<file path="src/logic/tlr_defs.svh">
// Purpose: constants of the limit and result register bank
// Assumes: 6-bit register addresses carried in the serial command byte
// Notes: definitions only
`ifndef TLR_DEFS_SVH
`define TLR_DEFS_SVH

// ****************************************
// register offsets
// ****************************************
`define TLR_ADR_COARSE_HI 6'h04
`define TLR_ADR_COARSE_LO 6'h05
`define TLR_ADR_CLOCK_HI 6'h06
`define TLR_ADR_CLOCK_LO 6'h07
`define TLR_ADR_HOLD_HI 6'h08
`define TLR_ADR_HOLD_LO 6'h09
`define TLR_ADR_INTERVAL1 6'h10
`define TLR_ADR_TALLY1 6'h11
`define TLR_ADR_INTERVAL2 6'h12
// first address of the 24-bit registers
`define TLR_ADR_WIDE_BASE 6'h10

// ****************************************
// reset values
// ****************************************
`define TLR_RST_LIMIT 8'hFF
`define TLR_RST_HOLD 8'h00
`define TLR_RST_RESULT 24'h00_0000

// ****************************************
// field positions
// ****************************************
`define TLR_PARITY_BIT 23
`define TLR_VALUE_MSB 22
`define TLR_COUNT_MSB 15
`define TLR_CMD_AUTOINC_BIT 7
`define TLR_CMD_WRITE_BIT 6

// ****************************************
// serial frame lengths in bits
// ****************************************
`define TLR_CMD_BITS 5'd8
`define TLR_NARROW_BITS 5'd8
`define TLR_WIDE_BITS 5'd24

`endif

</file>
<file path="src/logic/tlr_pkg.sv">
// Purpose: types shared by the register bank and its serial port
// Assumes: nothing beyond the defs header
// Notes: no constants live here, only types
`default_nettype none
package tlr_pkg;

	// register write strobe from the serial port
	typedef struct packed {
		logic valid;
		logic [5:0] addr;
		logic [7:0] data;
	} tlr_wr_t;

	// 24-bit result word: parity over a 23-bit value
	typedef struct packed {
		logic parity;
		logic [22:0] value;
	} tlr_result_t;

	typedef enum logic [1:0] {
		TLR_SPI_CMD,
		TLR_SPI_WR,
		TLR_SPI_RD
	} tlr_spi_state_t;

endpackage : tlr_pkg
`default_nettype wire

</file>
<file path="src/logic/tlr_bank.sv">
// Purpose: overflow limits, stop holdoff and interval and tally results of the converter
// Assumes: host on the serial port; counters tick on sys_clk and coarse_tick
// Notes: one stop per measurement; results carry even parity in bit 23
`timescale 1ns/1ns
`default_nettype none
`include "tlr_defs.svh"

module tlr_bank (
	input wire logic sys_clk,
	input wire logic nrst,
	input wire logic spi_cs_n,
	input wire logic spi_sclk,
	input wire logic spi_sdi,
	output logic spi_sdo,
	output logic spi_sdo_oe_n,
	input wire logic meas_start,
	input wire logic meas_stop,
	input wire logic coarse_tick,
	input wire logic [22:0] interval_value,
	input wire logic avg_mode,
	input wire logic coarse_ovf_clear,
	input wire logic clock_ovf_clear,
	output logic coarse_overflow_flag,
	output logic clock_overflow_flag,
	output logic meas_running
);

	// ****************************************
	// serial port and write decode
	// ****************************************
	tlr_pkg::tlr_wr_t wr;
	logic [5:0] rd_addr;
	logic [23:0] rd_data;

	tlr_spi_port tlr_spi_port_i (
		.sys_clk(sys_clk),
		.nrst(nrst),
		.spi_cs_n(spi_cs_n),
		.spi_sclk(spi_sclk),
		.spi_sdi(spi_sdi),
		.spi_sdo(spi_sdo),
		.spi_sdo_oe_n(spi_sdo_oe_n),
		.addr_q(rd_addr),
		.rd_data(rd_data),
		.wr_q(wr)
	);

	logic [7:0] coarse_limit_high_q;
	logic [7:0] coarse_limit_low_q;
	logic [7:0] clock_limit_high_q;
	logic [7:0] clock_limit_low_q;
	logic [7:0] stop_holdoff_high_q;
	logic [7:0] stop_holdoff_low_q;
	tlr_pkg::tlr_result_t first_interval_q;
	tlr_pkg::tlr_result_t first_clock_tally_q;
	tlr_pkg::tlr_result_t second_interval_q;

	// result addresses have no write strobe: writes there are dropped
	wire wr_coarse_hi = wr.valid && wr.addr == `TLR_ADR_COARSE_HI;
	wire wr_coarse_lo = wr.valid && wr.addr == `TLR_ADR_COARSE_LO;
	wire wr_clock_hi = wr.valid && wr.addr == `TLR_ADR_CLOCK_HI;
	wire wr_clock_lo = wr.valid && wr.addr == `TLR_ADR_CLOCK_LO;
	wire wr_hold_hi = wr.valid && wr.addr == `TLR_ADR_HOLD_HI;
	wire wr_hold_lo = wr.valid && wr.addr == `TLR_ADR_HOLD_LO;

	always_ff @(posedge sys_clk or negedge nrst) begin
		if (!nrst) begin
			coarse_limit_high_q <= `TLR_RST_LIMIT;
			coarse_limit_low_q <= `TLR_RST_LIMIT;
			clock_limit_high_q <= `TLR_RST_LIMIT;
			clock_limit_low_q <= `TLR_RST_LIMIT;
			stop_holdoff_high_q <= `TLR_RST_HOLD;
			stop_holdoff_low_q <= `TLR_RST_HOLD;
		end else begin
			if (wr_coarse_hi) coarse_limit_high_q <= wr.data;
			if (wr_coarse_lo) coarse_limit_low_q <= wr.data;
			if (wr_clock_hi) clock_limit_high_q <= wr.data;
			if (wr_clock_lo) clock_limit_low_q <= wr.data;
			if (wr_hold_hi) stop_holdoff_high_q <= wr.data;
			if (wr_hold_lo) stop_holdoff_low_q <= wr.data;
		end
	end

	// ****************************************
	// read multiplexer
	// ****************************************
	assign rd_data =
		(rd_addr == `TLR_ADR_COARSE_HI) ? {16'h0000, coarse_limit_high_q} :
		(rd_addr == `TLR_ADR_COARSE_LO) ? {16'h0000, coarse_limit_low_q} :
		(rd_addr == `TLR_ADR_CLOCK_HI) ? {16'h0000, clock_limit_high_q} :
		(rd_addr == `TLR_ADR_CLOCK_LO) ? {16'h0000, clock_limit_low_q} :
		(rd_addr == `TLR_ADR_HOLD_HI) ? {16'h0000, stop_holdoff_high_q} :
		(rd_addr == `TLR_ADR_HOLD_LO) ? {16'h0000, stop_holdoff_low_q} :
		(rd_addr == `TLR_ADR_INTERVAL1) ? first_interval_q :
		(rd_addr == `TLR_ADR_TALLY1) ? first_clock_tally_q :
		(rd_addr == `TLR_ADR_INTERVAL2) ? second_interval_q :
		24'h00_0000;

	// ****************************************
	// measurement counters
	// ****************************************
	logic [15:0] clock_cnt_q;
	logic [15:0] coarse_cnt_q;

	wire [15:0] coarse_limit = {coarse_limit_high_q, coarse_limit_low_q};
	wire [15:0] clock_limit = {clock_limit_high_q, clock_limit_low_q};
	wire [15:0] stop_holdoff = {stop_holdoff_high_q, stop_holdoff_low_q};
	// a coarse limit of one would trip before the first tick settles
	wire coarse_hit = meas_running && coarse_cnt_q == coarse_limit;
	wire clock_hit = meas_running && clock_cnt_q == clock_limit;
	wire stop_open = clock_cnt_q >= stop_holdoff;
	wire stop_take = meas_running && meas_stop && stop_open &&
		!coarse_hit && !clock_hit;
	wire start_take = meas_start && !meas_running;
	wire [22:0] tally_sum = first_clock_tally_q.value + {7'h00, clock_cnt_q};
	// averaging keeps adding into the upper bits; otherwise they stay zero
	wire [22:0] tally_next = avg_mode ? tally_sum : {7'h00, clock_cnt_q};

	always_ff @(posedge sys_clk or negedge nrst) begin
		if (!nrst) begin
			meas_running <= 1'b0;
			clock_cnt_q <= 16'h0000;
			coarse_cnt_q <= 16'h0000;
			coarse_overflow_flag <= 1'b0;
			clock_overflow_flag <= 1'b0;
			first_interval_q <= `TLR_RST_RESULT;
			first_clock_tally_q <= `TLR_RST_RESULT;
			second_interval_q <= `TLR_RST_RESULT;
		end else begin
			// set wins over a clear arriving in the same cycle
			coarse_overflow_flag <= coarse_hit ||
				(coarse_overflow_flag && !coarse_ovf_clear);
			clock_overflow_flag <= clock_hit ||
				(clock_overflow_flag && !clock_ovf_clear);
			if (start_take) begin
				meas_running <= 1'b1;
				clock_cnt_q <= 16'h0000;
				coarse_cnt_q <= 16'h0000;
				first_interval_q <= {^interval_value, interval_value};
			end else if (coarse_hit || clock_hit) begin
				meas_running <= 1'b0;
			end else if (stop_take) begin
				meas_running <= 1'b0;
				second_interval_q <= {^interval_value, interval_value};
				first_clock_tally_q <= {^tally_next, tally_next};
			end else if (meas_running) begin
				clock_cnt_q <= clock_cnt_q + 16'h0001;
				if (coarse_tick) coarse_cnt_q <= coarse_cnt_q + 16'h0001;
			end
		end
	end
endmodule : tlr_bank
`default_nettype wire

</file>
<file path="src/logic/tlr_spi_port.sv">
// Purpose: serial slave giving the host byte and word access to registers
// Assumes: clock mode 0, pins synchronous to sys_clk and far slower
// Notes: command byte is autoinc, write, then 6 address bits
`timescale 1ns/1ns
`default_nettype none
`include "tlr_defs.svh"

module tlr_spi_port (
	input wire logic sys_clk,
	input wire logic nrst,
	input wire logic spi_cs_n,
	input wire logic spi_sclk,
	input wire logic spi_sdi,
	output logic spi_sdo,
	output logic spi_sdo_oe_n,
	output logic [5:0] addr_q,
	input wire logic [23:0] rd_data,
	output tlr_pkg::tlr_wr_t wr_q
);

	tlr_pkg::tlr_spi_state_t state_q;
	logic sclk_q;
	logic [4:0] cnt_q;
	logic [23:0] sh_q;
	logic autoinc_q;
	logic load_q;

	wire sclk_rise = spi_sclk & ~sclk_q & ~spi_cs_n;
	wire sclk_fall = ~spi_sclk & sclk_q & ~spi_cs_n;
	wire [4:0] cnt_inc = cnt_q + 5'd1;
	wire [5:0] addr_inc = addr_q + 6'h01;
	wire [7:0] cmd_byte = {sh_q[6:0], spi_sdi};
	wire wide = addr_q >= `TLR_ADR_WIDE_BASE;
	wire [4:0] rd_len = wide ? `TLR_WIDE_BITS : `TLR_NARROW_BITS;
	wire [23:0] rd_align = wide ? rd_data : {rd_data[7:0], 16'h0000};

	always_ff @(posedge sys_clk or negedge nrst) begin
		if (!nrst) begin
			state_q <= tlr_pkg::TLR_SPI_CMD;
			sclk_q <= 1'b0;
			cnt_q <= 5'h00;
			sh_q <= 24'h00_0000;
			autoinc_q <= 1'b0;
			load_q <= 1'b0;
			addr_q <= 6'h00;
			wr_q <= '0;
			spi_sdo <= 1'b0;
			spi_sdo_oe_n <= 1'b1;
		end else begin
			sclk_q <= spi_sclk;
			wr_q.valid <= 1'b0;
			load_q <= 1'b0;
			if (spi_cs_n) begin
				state_q <= tlr_pkg::TLR_SPI_CMD;
				cnt_q <= 5'h00;
				spi_sdo_oe_n <= 1'b1;
			end else if (load_q) begin
				// read data fetched a cycle after the address settled
				sh_q <= rd_align;
				spi_sdo <= rd_align[23];
			end else if (sclk_fall) begin
				spi_sdo <= sh_q[23];
			end else if (sclk_rise) begin
				sh_q <= {sh_q[22:0], spi_sdi};
				cnt_q <= cnt_inc;
				case (state_q)
					tlr_pkg::TLR_SPI_CMD: begin
						if (cnt_inc == `TLR_CMD_BITS) begin
							cnt_q <= 5'h00;
							addr_q <= cmd_byte[5:0];
							autoinc_q <= cmd_byte[`TLR_CMD_AUTOINC_BIT];
							if (cmd_byte[`TLR_CMD_WRITE_BIT]) begin
								state_q <= tlr_pkg::TLR_SPI_WR;
							end else begin
								state_q <= tlr_pkg::TLR_SPI_RD;
								load_q <= 1'b1;
								spi_sdo_oe_n <= 1'b0;
							end
						end
					end
					tlr_pkg::TLR_SPI_WR: begin
						if (cnt_inc == `TLR_NARROW_BITS) begin
							cnt_q <= 5'h00;
							wr_q <= '{valid: 1'b1, addr: addr_q, data: cmd_byte};
							if (autoinc_q) begin
								addr_q <= addr_inc;
							end
						end
					end
					default: begin
						if (cnt_inc == rd_len) begin
							cnt_q <= 5'h00;
							if (autoinc_q) begin
								addr_q <= addr_inc;
							end
							load_q <= 1'b1;
						end
					end
				endcase
			end
		end
	end

endmodule : tlr_spi_port
`default_nettype wire

</file>
<file path="config.mk">
export PLATFORM = sky130hd
export DESIGN_NAME = tlr_bank
export DESIGN_NICKNAME = d
export VERILOG_FILES = /design/src/logic/tlr_pkg.sv /design/src/logic/tlr_bank.sv /design/src/logic/tlr_spi_port.sv
export VERILOG_INCLUDE_DIRS = /design/src /design/src/logic
export SDC_FILE = /design/constraint.sdc
export NUM_CORES = 1
export LEC_CHECK = 0
export ABC_AREA = 1
export BUFFER_PORTS_ARGS = -buffer_cell sky130_fd_sc_hd__buf_4
export CORE_UTILIZATION = 64
export CTS_CLUSTER_SIZE = 28
export DETAILED_ROUTE_END_ITERATION = 8
export PLACE_DENSITY = 0.92
export SLEW_MARGIN = 20
export SYNTH_ARGS = -nofsm -noshare
export SYNTH_HDL_FRONTEND = slang
export SYNTH_SLANG_ARGS = --single-unit
export TNS_END_PERCENT = 50
</file>
<file path="constraint.sdc">
create_clock -name sys_clk -period 3.3 [get_ports sys_clk]
set_input_delay 0.99 -clock sys_clk [delete_from_list [all_inputs] [get_ports sys_clk]]
set_output_delay 0.99 -clock sys_clk [all_outputs]
set_load 0.02 [all_outputs]
</file>
### After elaboration in Yosys (flattened, before gate mapping)

Index checks and enable logic that the tools add are counted.

| operators by class | value |
|---|---|
| add/subtract/negate cells | 5 |
| magnitude comparators | 2 |
| equality and inequality tests | 28 |
| multiplexer cells | 69 |
| bitwise logic cells | 11 |
| reductions and logical operators | 47 |

Operators by type and width:

| operator | count |
|---|---|
| two-way mux 24 bit | 13 |
| two-way mux 16 bit | 9 |
| two-way mux 15 bit | 6 |
| == test 6 x 3 -> 1 bit, second input constant | 8 |
| parity 23 bit | 2 |
| two-way mux 5 bit | 8 |
| adder 16 x 1 -> 16 bit, second input constant | 2 |
| == test 16 bit | 2 |
| == test 6 x 4 -> 1 bit, second input constant | 4 |
| two-way mux 6 bit | 4 |
| adder 23 x 16 -> 23 bit | 1 |
| two-way mux 23 bit | 1 |
| two-way mux 1 bit | 19 |
| == test 6 x 5 -> 1 bit, second input constant | 3 |
| AND reduction 6 bit | 3 |
| >= comparator 16 bit | 1 |
| logical AND 1 bit | 15 |
| two-way mux 2 bit | 7 |
| nonzero test 2 bit | 7 |
| case mux 6 bit (2 select lines) | 1 |
| AND reduction 3 bit | 4 |
| != test 2 x 1 -> 1 bit, second input constant | 4 |
| != test 2 bit, second input constant | 4 |
| inverter 1 bit | 7 |
| 17 further kinds | 27 |

| storage, ports and cells | value |
|---|---|
| register bits after elaboration | 212 |
| input bits | 34 |
| word-level logic and storage cells | 191 |

### Longest topological paths before layout

| depth | value |
|---|---|
| depth in word-level cells | 12 |
| depth in mapped cells | 25 |
| depth with buffers taken out | 25 |

### Cells and area by module

A second synthesis with hierarchy kept.

| second synthesis, totals | value |
|---|---|
| cells, all modules | 1894 |
| area, all modules | 13519.2 um^2 |

By module, submodules not included:

| module | instances | cells each | area each (um^2) | seq. area each (um^2) |
|---|---|---|---|---|
| tlr_bank | 1 | 1546 | 10649.0 | 3918.8 |
| tlr_spi_port | 1 | 348 | 2870.3 | 1427.6 |

### Least setup slack after synthesis

No wires, ideal clock.

| timing | value |
|---|---|
| path kind | input port to flip-flop |
| from | input port avg_mode |
| to | register first_clock_tally_q[23] (netlist name) |
| library setup time | 0.117 ns |
| arrival | 2.313 ns |
| data required time | 3.183 ns |
| setup slack | 0.870 ns |
| cell stages on the path | 17 |
| buffers on the path | 1 |
| cell sequence | buf_4 > o21ai_0 > inv_1 > nand3_1 > nand3_1 > nand2_1 > inv_1 > nand2_1 > nand2_1 > nand2_1 > nand2_1 > nand2_1 > nand3_1 > nand2_1 > nand2_1 > nand3_1 > nand2_1 |

| between the ends | value |
|---|---|
| longest elaborated chain between the ends | 2 |

RTL lines:

| element | RTL line | source |
|---|---|---|
| from (decl) | tlr_bank.sv:20 | `input wire logic avg_mode,` |
| two-way mux 23 bit | tlr_bank.sv:117 | `wire [22:0] tally_next = avg_mode ? tally_sum : {7'h00, clock_cnt_q};` |
| parity 23 bit | tlr_bank.sv:145 | `first_clock_tally_q <= {^tally_next, tally_next};` |
| to (signal assigned) | tlr_bank.sv:127 | `` first_clock_tally_q <= `TLR_RST_RESULT; `` |
| to (signal assigned) | tlr_bank.sv:145 |  |
| to (decl) | tlr_bank.sv:55 | `tlr_pkg::tlr_result_t first_clock_tally_q;` |

No other way between the ends.
A chain may end at the register's enable or synchronous reset.

### Final worst setup path

| timing | value |
|---|---|
| from | register clock_cnt_q[0] |
| to | register first_clock_tally_q[23] (netlist name) |

| between the ends | value |
|---|---|
| longest elaborated chain between the ends | 5 |
| elaborated cells on any way between the ends | 13 |
| classes of those cells | 1 x add/sub; 1 x order compare; 1 x eq/ne; 1 x mux; 1 x bitwise; 8 x reduce/logical |

RTL lines:

| element | RTL line | source |
|---|---|---|
| from (decl) | tlr_bank.sv:102 | `logic [15:0] clock_cnt_q;` |
| from (signal assigned) | tlr_bank.sv:147 | `clock_cnt_q <= clock_cnt_q + 16'h0001;` |
| parallel branches: the longest is 5 deep, another holds adder 23 x 16 -> 23 bit | - |  |

Parallel ways; which one is timed is not known.

==> flow_summary.json <==
{
  "status": "complete, no violations",
  "slew_viol_final": 0,
  "busiest_layer": "met2",
  "worstSetupEndpointType": "register",
  "final_hold_viol_count": 0,
  "synthFlopType": "dfrtp_1",
  "min_path_type": "in -> async",
  "leakagePower_nw": 7.055,
  "postCtsSetupBuffers": 0,
  "fmax_mhz": 333.1,
  "yosys_warnings": 0,
  "drive_above_1_share_pct": 11.41,
  "grt_pass1_wl_um": 64620,
  "synth_nets": 1942,
  "grt_max_degree": 78,
  "grt_overflow": 0,
  "synth_compound_gate_area_share_pct": 15.45,
  "clock-sinks": 212,
  "cts_made_buffers": 24,
  "grt_pass1_vias": 12700,
  "drcViolationCount": 0,
  "async_flop_share_pct": 100.0,
  "synth_seq_cells": 212,
  "initial_core_util_pct": 65.95,
  "grt_use_total_pct": 37.51,
  "clkTransAtPathRegs_ps": 60,
  "synthMuxAreaShare_pct": 0,
  "timing.rr.end": "first_clock_tally_q[23]",
  "detail_route.iter0.violations": 1616,
  "crit_type": "reg -> reg",
  "htreeDepth": 1,
  "die_w_um": 147.3,
  "root_buffer": "clkbuf_16",
  "detail_route.wl_per_cell_um": 18.23,
  "hpwlAfterDp_um": 28540,
  "placed_cells": 2137,
  "max_stage_delay_ps": 450,
  "setup_viol": 0,
  "final.period_utilization_pct": 90.96,
  "num-fill-cells": 1528,
  "rsz0062_at_grt": "false",
  "grt_use_met1_pct": 51.36,
  "antenna_found_initial": 0,
  "grt_use_met3_pct": 5.373,
  "cp_max_fo": 5,
  "area_delta_synth_final_pct": 10.37,
  "gp_congestion": 0.9891,
  "critPathLaunchType": "register",
  "dr.pass1.iters": 6,
  "yosysTopAreaCell": "dfrtp_1",
  "routed_wl_um": 39790,
  "min_period_ps": 3002,
  "clk_latency_ps": 520,
  "worst_ep_arrival_time_ps": 3400,
  "r2r-start": "clock_cnt_q[0]",
  "synthSimpleGateAreaFrac_pct": 29.27,
  "layout.nets": 1967,
  "row_count": 52,
  "synth_cell_types": 58,
  "clockBufferDepth": 3,
  "rr_worst_depth": 23,
  "synth_top_area_share_pct": 33.14,
  "hold_buffers": 0,
  "cts_tree": "done",
  "reg2reg_slack_ps": 300,
  "p_total_mw": 9.307,
  "vias_per_cell": 6.188,
  "synth_top_family_by_area": "simple AND/OR/NAND/NOR gates",
  "crit_top_cell": "nand2_1",
  "die_area_sq_um": 21700,
  "powerDensity_nw_per_um2": 623.9,
  "ys_top_cells_by_area": "dfrtp_1 (33%), nand2_1 (15%), dfstp_2 (6.4%), o21ai_0 (6.2%), inv_1 (5.7%)",
  "synth_seq_area_share_pct": 39.55,
  "synth_edf_count": 0,
  "max_slew_margin_pct": 31.01,
  "netlist_area_sq_um": 13520,
  "pin_count": 39,
  "crit_chain": "ha_1 -> inv_1 -> fa_1 -> inv_1 -> nand3_1 -> nand2_1 -> nand2_1 -> nand2_2 -> nand2_2 -> nand2_4 -> nand2_4 -> nand2_2 -> nand3_2 -> inv_2 -> nand2_1 -> nand2_1 -> nand2_1 -> nand2_1 -> nand2_1 -> nand2_1 -> nand3_1 -> nand3_1 -> nand2_1",
  "antenna_left": 0,
  "tightest_slew_ps": 1034,
  "maxCapViolCount": 0,
  "num_vias": 13500,
  "use_met2_pct": 58.61,
  "synthAdderAreaFrac_pct": 3.758,
  "avgSynthCellArea_sq_um": 7.236,
  "synth_cells": 1868,
  "cp.required_ps": 3700,
  "synth_xor_area_share_pct": 3.564,
  "die_h_um": 147.3,
  "port_buffers": 38,
  "ir_drop_v": 0.0005162,
  "post_cts_resized": 0,
  "fin_cells": 2182,
  "slowest_stage": "dfrtp_1",
  "clock_skew_ps": 18.22,
  "totalNegativeSetupSlack_ps": 0,
  "coreArea_sq_um": 20490
}
layout make-up:
type                       count  area, sq um  share of cell area [%]
antenna                        1        2.502                 0.01677
clock buffer                  35        703.2                   4.714
sequential                   212         5346                   35.84
tap                          270        337.8                   2.265
multi-input combinational   1367         7046                   47.23
clock inverter                 9        152.6                   1.023
inverter                     232        878.3                   5.888
timing repair buffer          56        451.7                   3.028
critical path: cells and delay by family (launching register included):
kind / cells / cell delay, ps
adder cells (fa/ha/maj): 2 / 690
buffers and inverters: 3 / 270
flip-flops: 1 / 450
AND/OR/NAND/NOR: 18 / 1460
per-layer routing:
layer / part of all wire (%) / up-vias
met1: 40 / 6315
li1: - / 6207
met3: 10 / 149
met5: 0 / -
met2: 45 / 831
met4: 4.9 / 0
layout by cell type (no fill, tap or decap), types with 33 or more instances in the layout:
cell type	netlist	routed
inv_1	204	204
a21oi_1	95	94
nand2_1	558	557
buf_4	5	53
nand3_1	140	140
o21ai_0	168	168
dfrtp_1	179	179
nor2_1	79	79
xor2_1	33	33
dfstp_2	33	33
ha_1	39	39
cell usage after synthesis (2+ instances only):
cell type / n
a21oi_1: 95
inv_2: 23
nor4_1: 13
ha_1: 39
buf_1: 2
nor3_1: 28
o21a_1: 2
xnor2_1: 22
nand2_2: 16
clkinv_1: 2
o2111ai_1: 4
o22ai_1: 12
clkbuf_1: 35
o31ai_1: 8
buf_4: 5
a21oi_2: 4
nand3_1: 140
a31oi_1: 7
nand3_2: 6
o221ai_1: 4
o21ai_1: 27
inv_4: 3
a22oi_1: 3
nand2_4: 4
o21ai_0: 168
buf_2: 14
inv_1: 204
nor2_8: 2
nor3_2: 4
o211ai_1: 18
dfrtp_1: 179
nand2_1: 558
xor2_1: 33
o21ai_2: 10
nand4_1: 27
nor2_1: 79
o21bai_1: 2
nand3b_1: 4
dfstp_2: 33
nor2_2: 9
nor2_4: 3
state kept, by name (all words and copies together), names as in the netlist, 8 cells and up:
register             count
first_clock_tally_q     24
first_interval_q        24
second_interval_q       24
tlr_spi_port_i.sh_q     24
clock_cnt_q             16
coarse_cnt_q            16
tlr_spi_port_i.wr_q     15
clock_limit_high_q       8
clock_limit_low_q        8
coarse_limit_high_q      8
coarse_limit_low_q       8
stop_holdoff_high_q      8
stop_holdoff_low_q       8
cells by family after synthesis:
| kind of cell | Yosys count |
|---|---|
| DFF | 212 |
| buffers and inverters | 289 |
| and+or+nand+nor | 900 |
| AOI/OAI and AO/OA | 372 |
| xor gates and xnor gates | 55 |
| adders and majority gates | 40 |
how the worst max path moves through the flow:
stage / from / to / cells after the start
detailed placement: clock_cnt_q[0] / first_clock_tally_q[23] / 23
floorplan: avg_mode / first_clock_tally_q[23] / 17
finish: clock_cnt_q[0] / first_clock_tally_q[23] / 23
CTS: clock_cnt_q[0] / first_clock_tally_q[23] / 23
global placement: first_clock_tally_q[0] / first_clock_tally_q[23] / 25
global route: clock_cnt_q[0] / first_clock_tally_q[23] / 23
report_power, final:
part,switching (mW),total [mW],internal (mW)
combinational,1.90,2.82,0.912
clock,1.09,2.88,1.79
sequential,0.459,3.61,3.15
total,3.45,9.31,5.85
through the flow:
stage	worst slack [ps]	hold slack (ps)	util (%)	cell area [sq um]
floorplan	869.6	442.2	-	13520
global placement	515.9	450.8	68.60	14060
detailed placement	376.3	459.9	68.60	14060
CTS	353.0	370.9	72.78	14920
global route	24.65	382.8	72.78	14920
finish	298.2	364.6	72.79	14920
No activity file was read; power rests on OpenSTA's default activity.
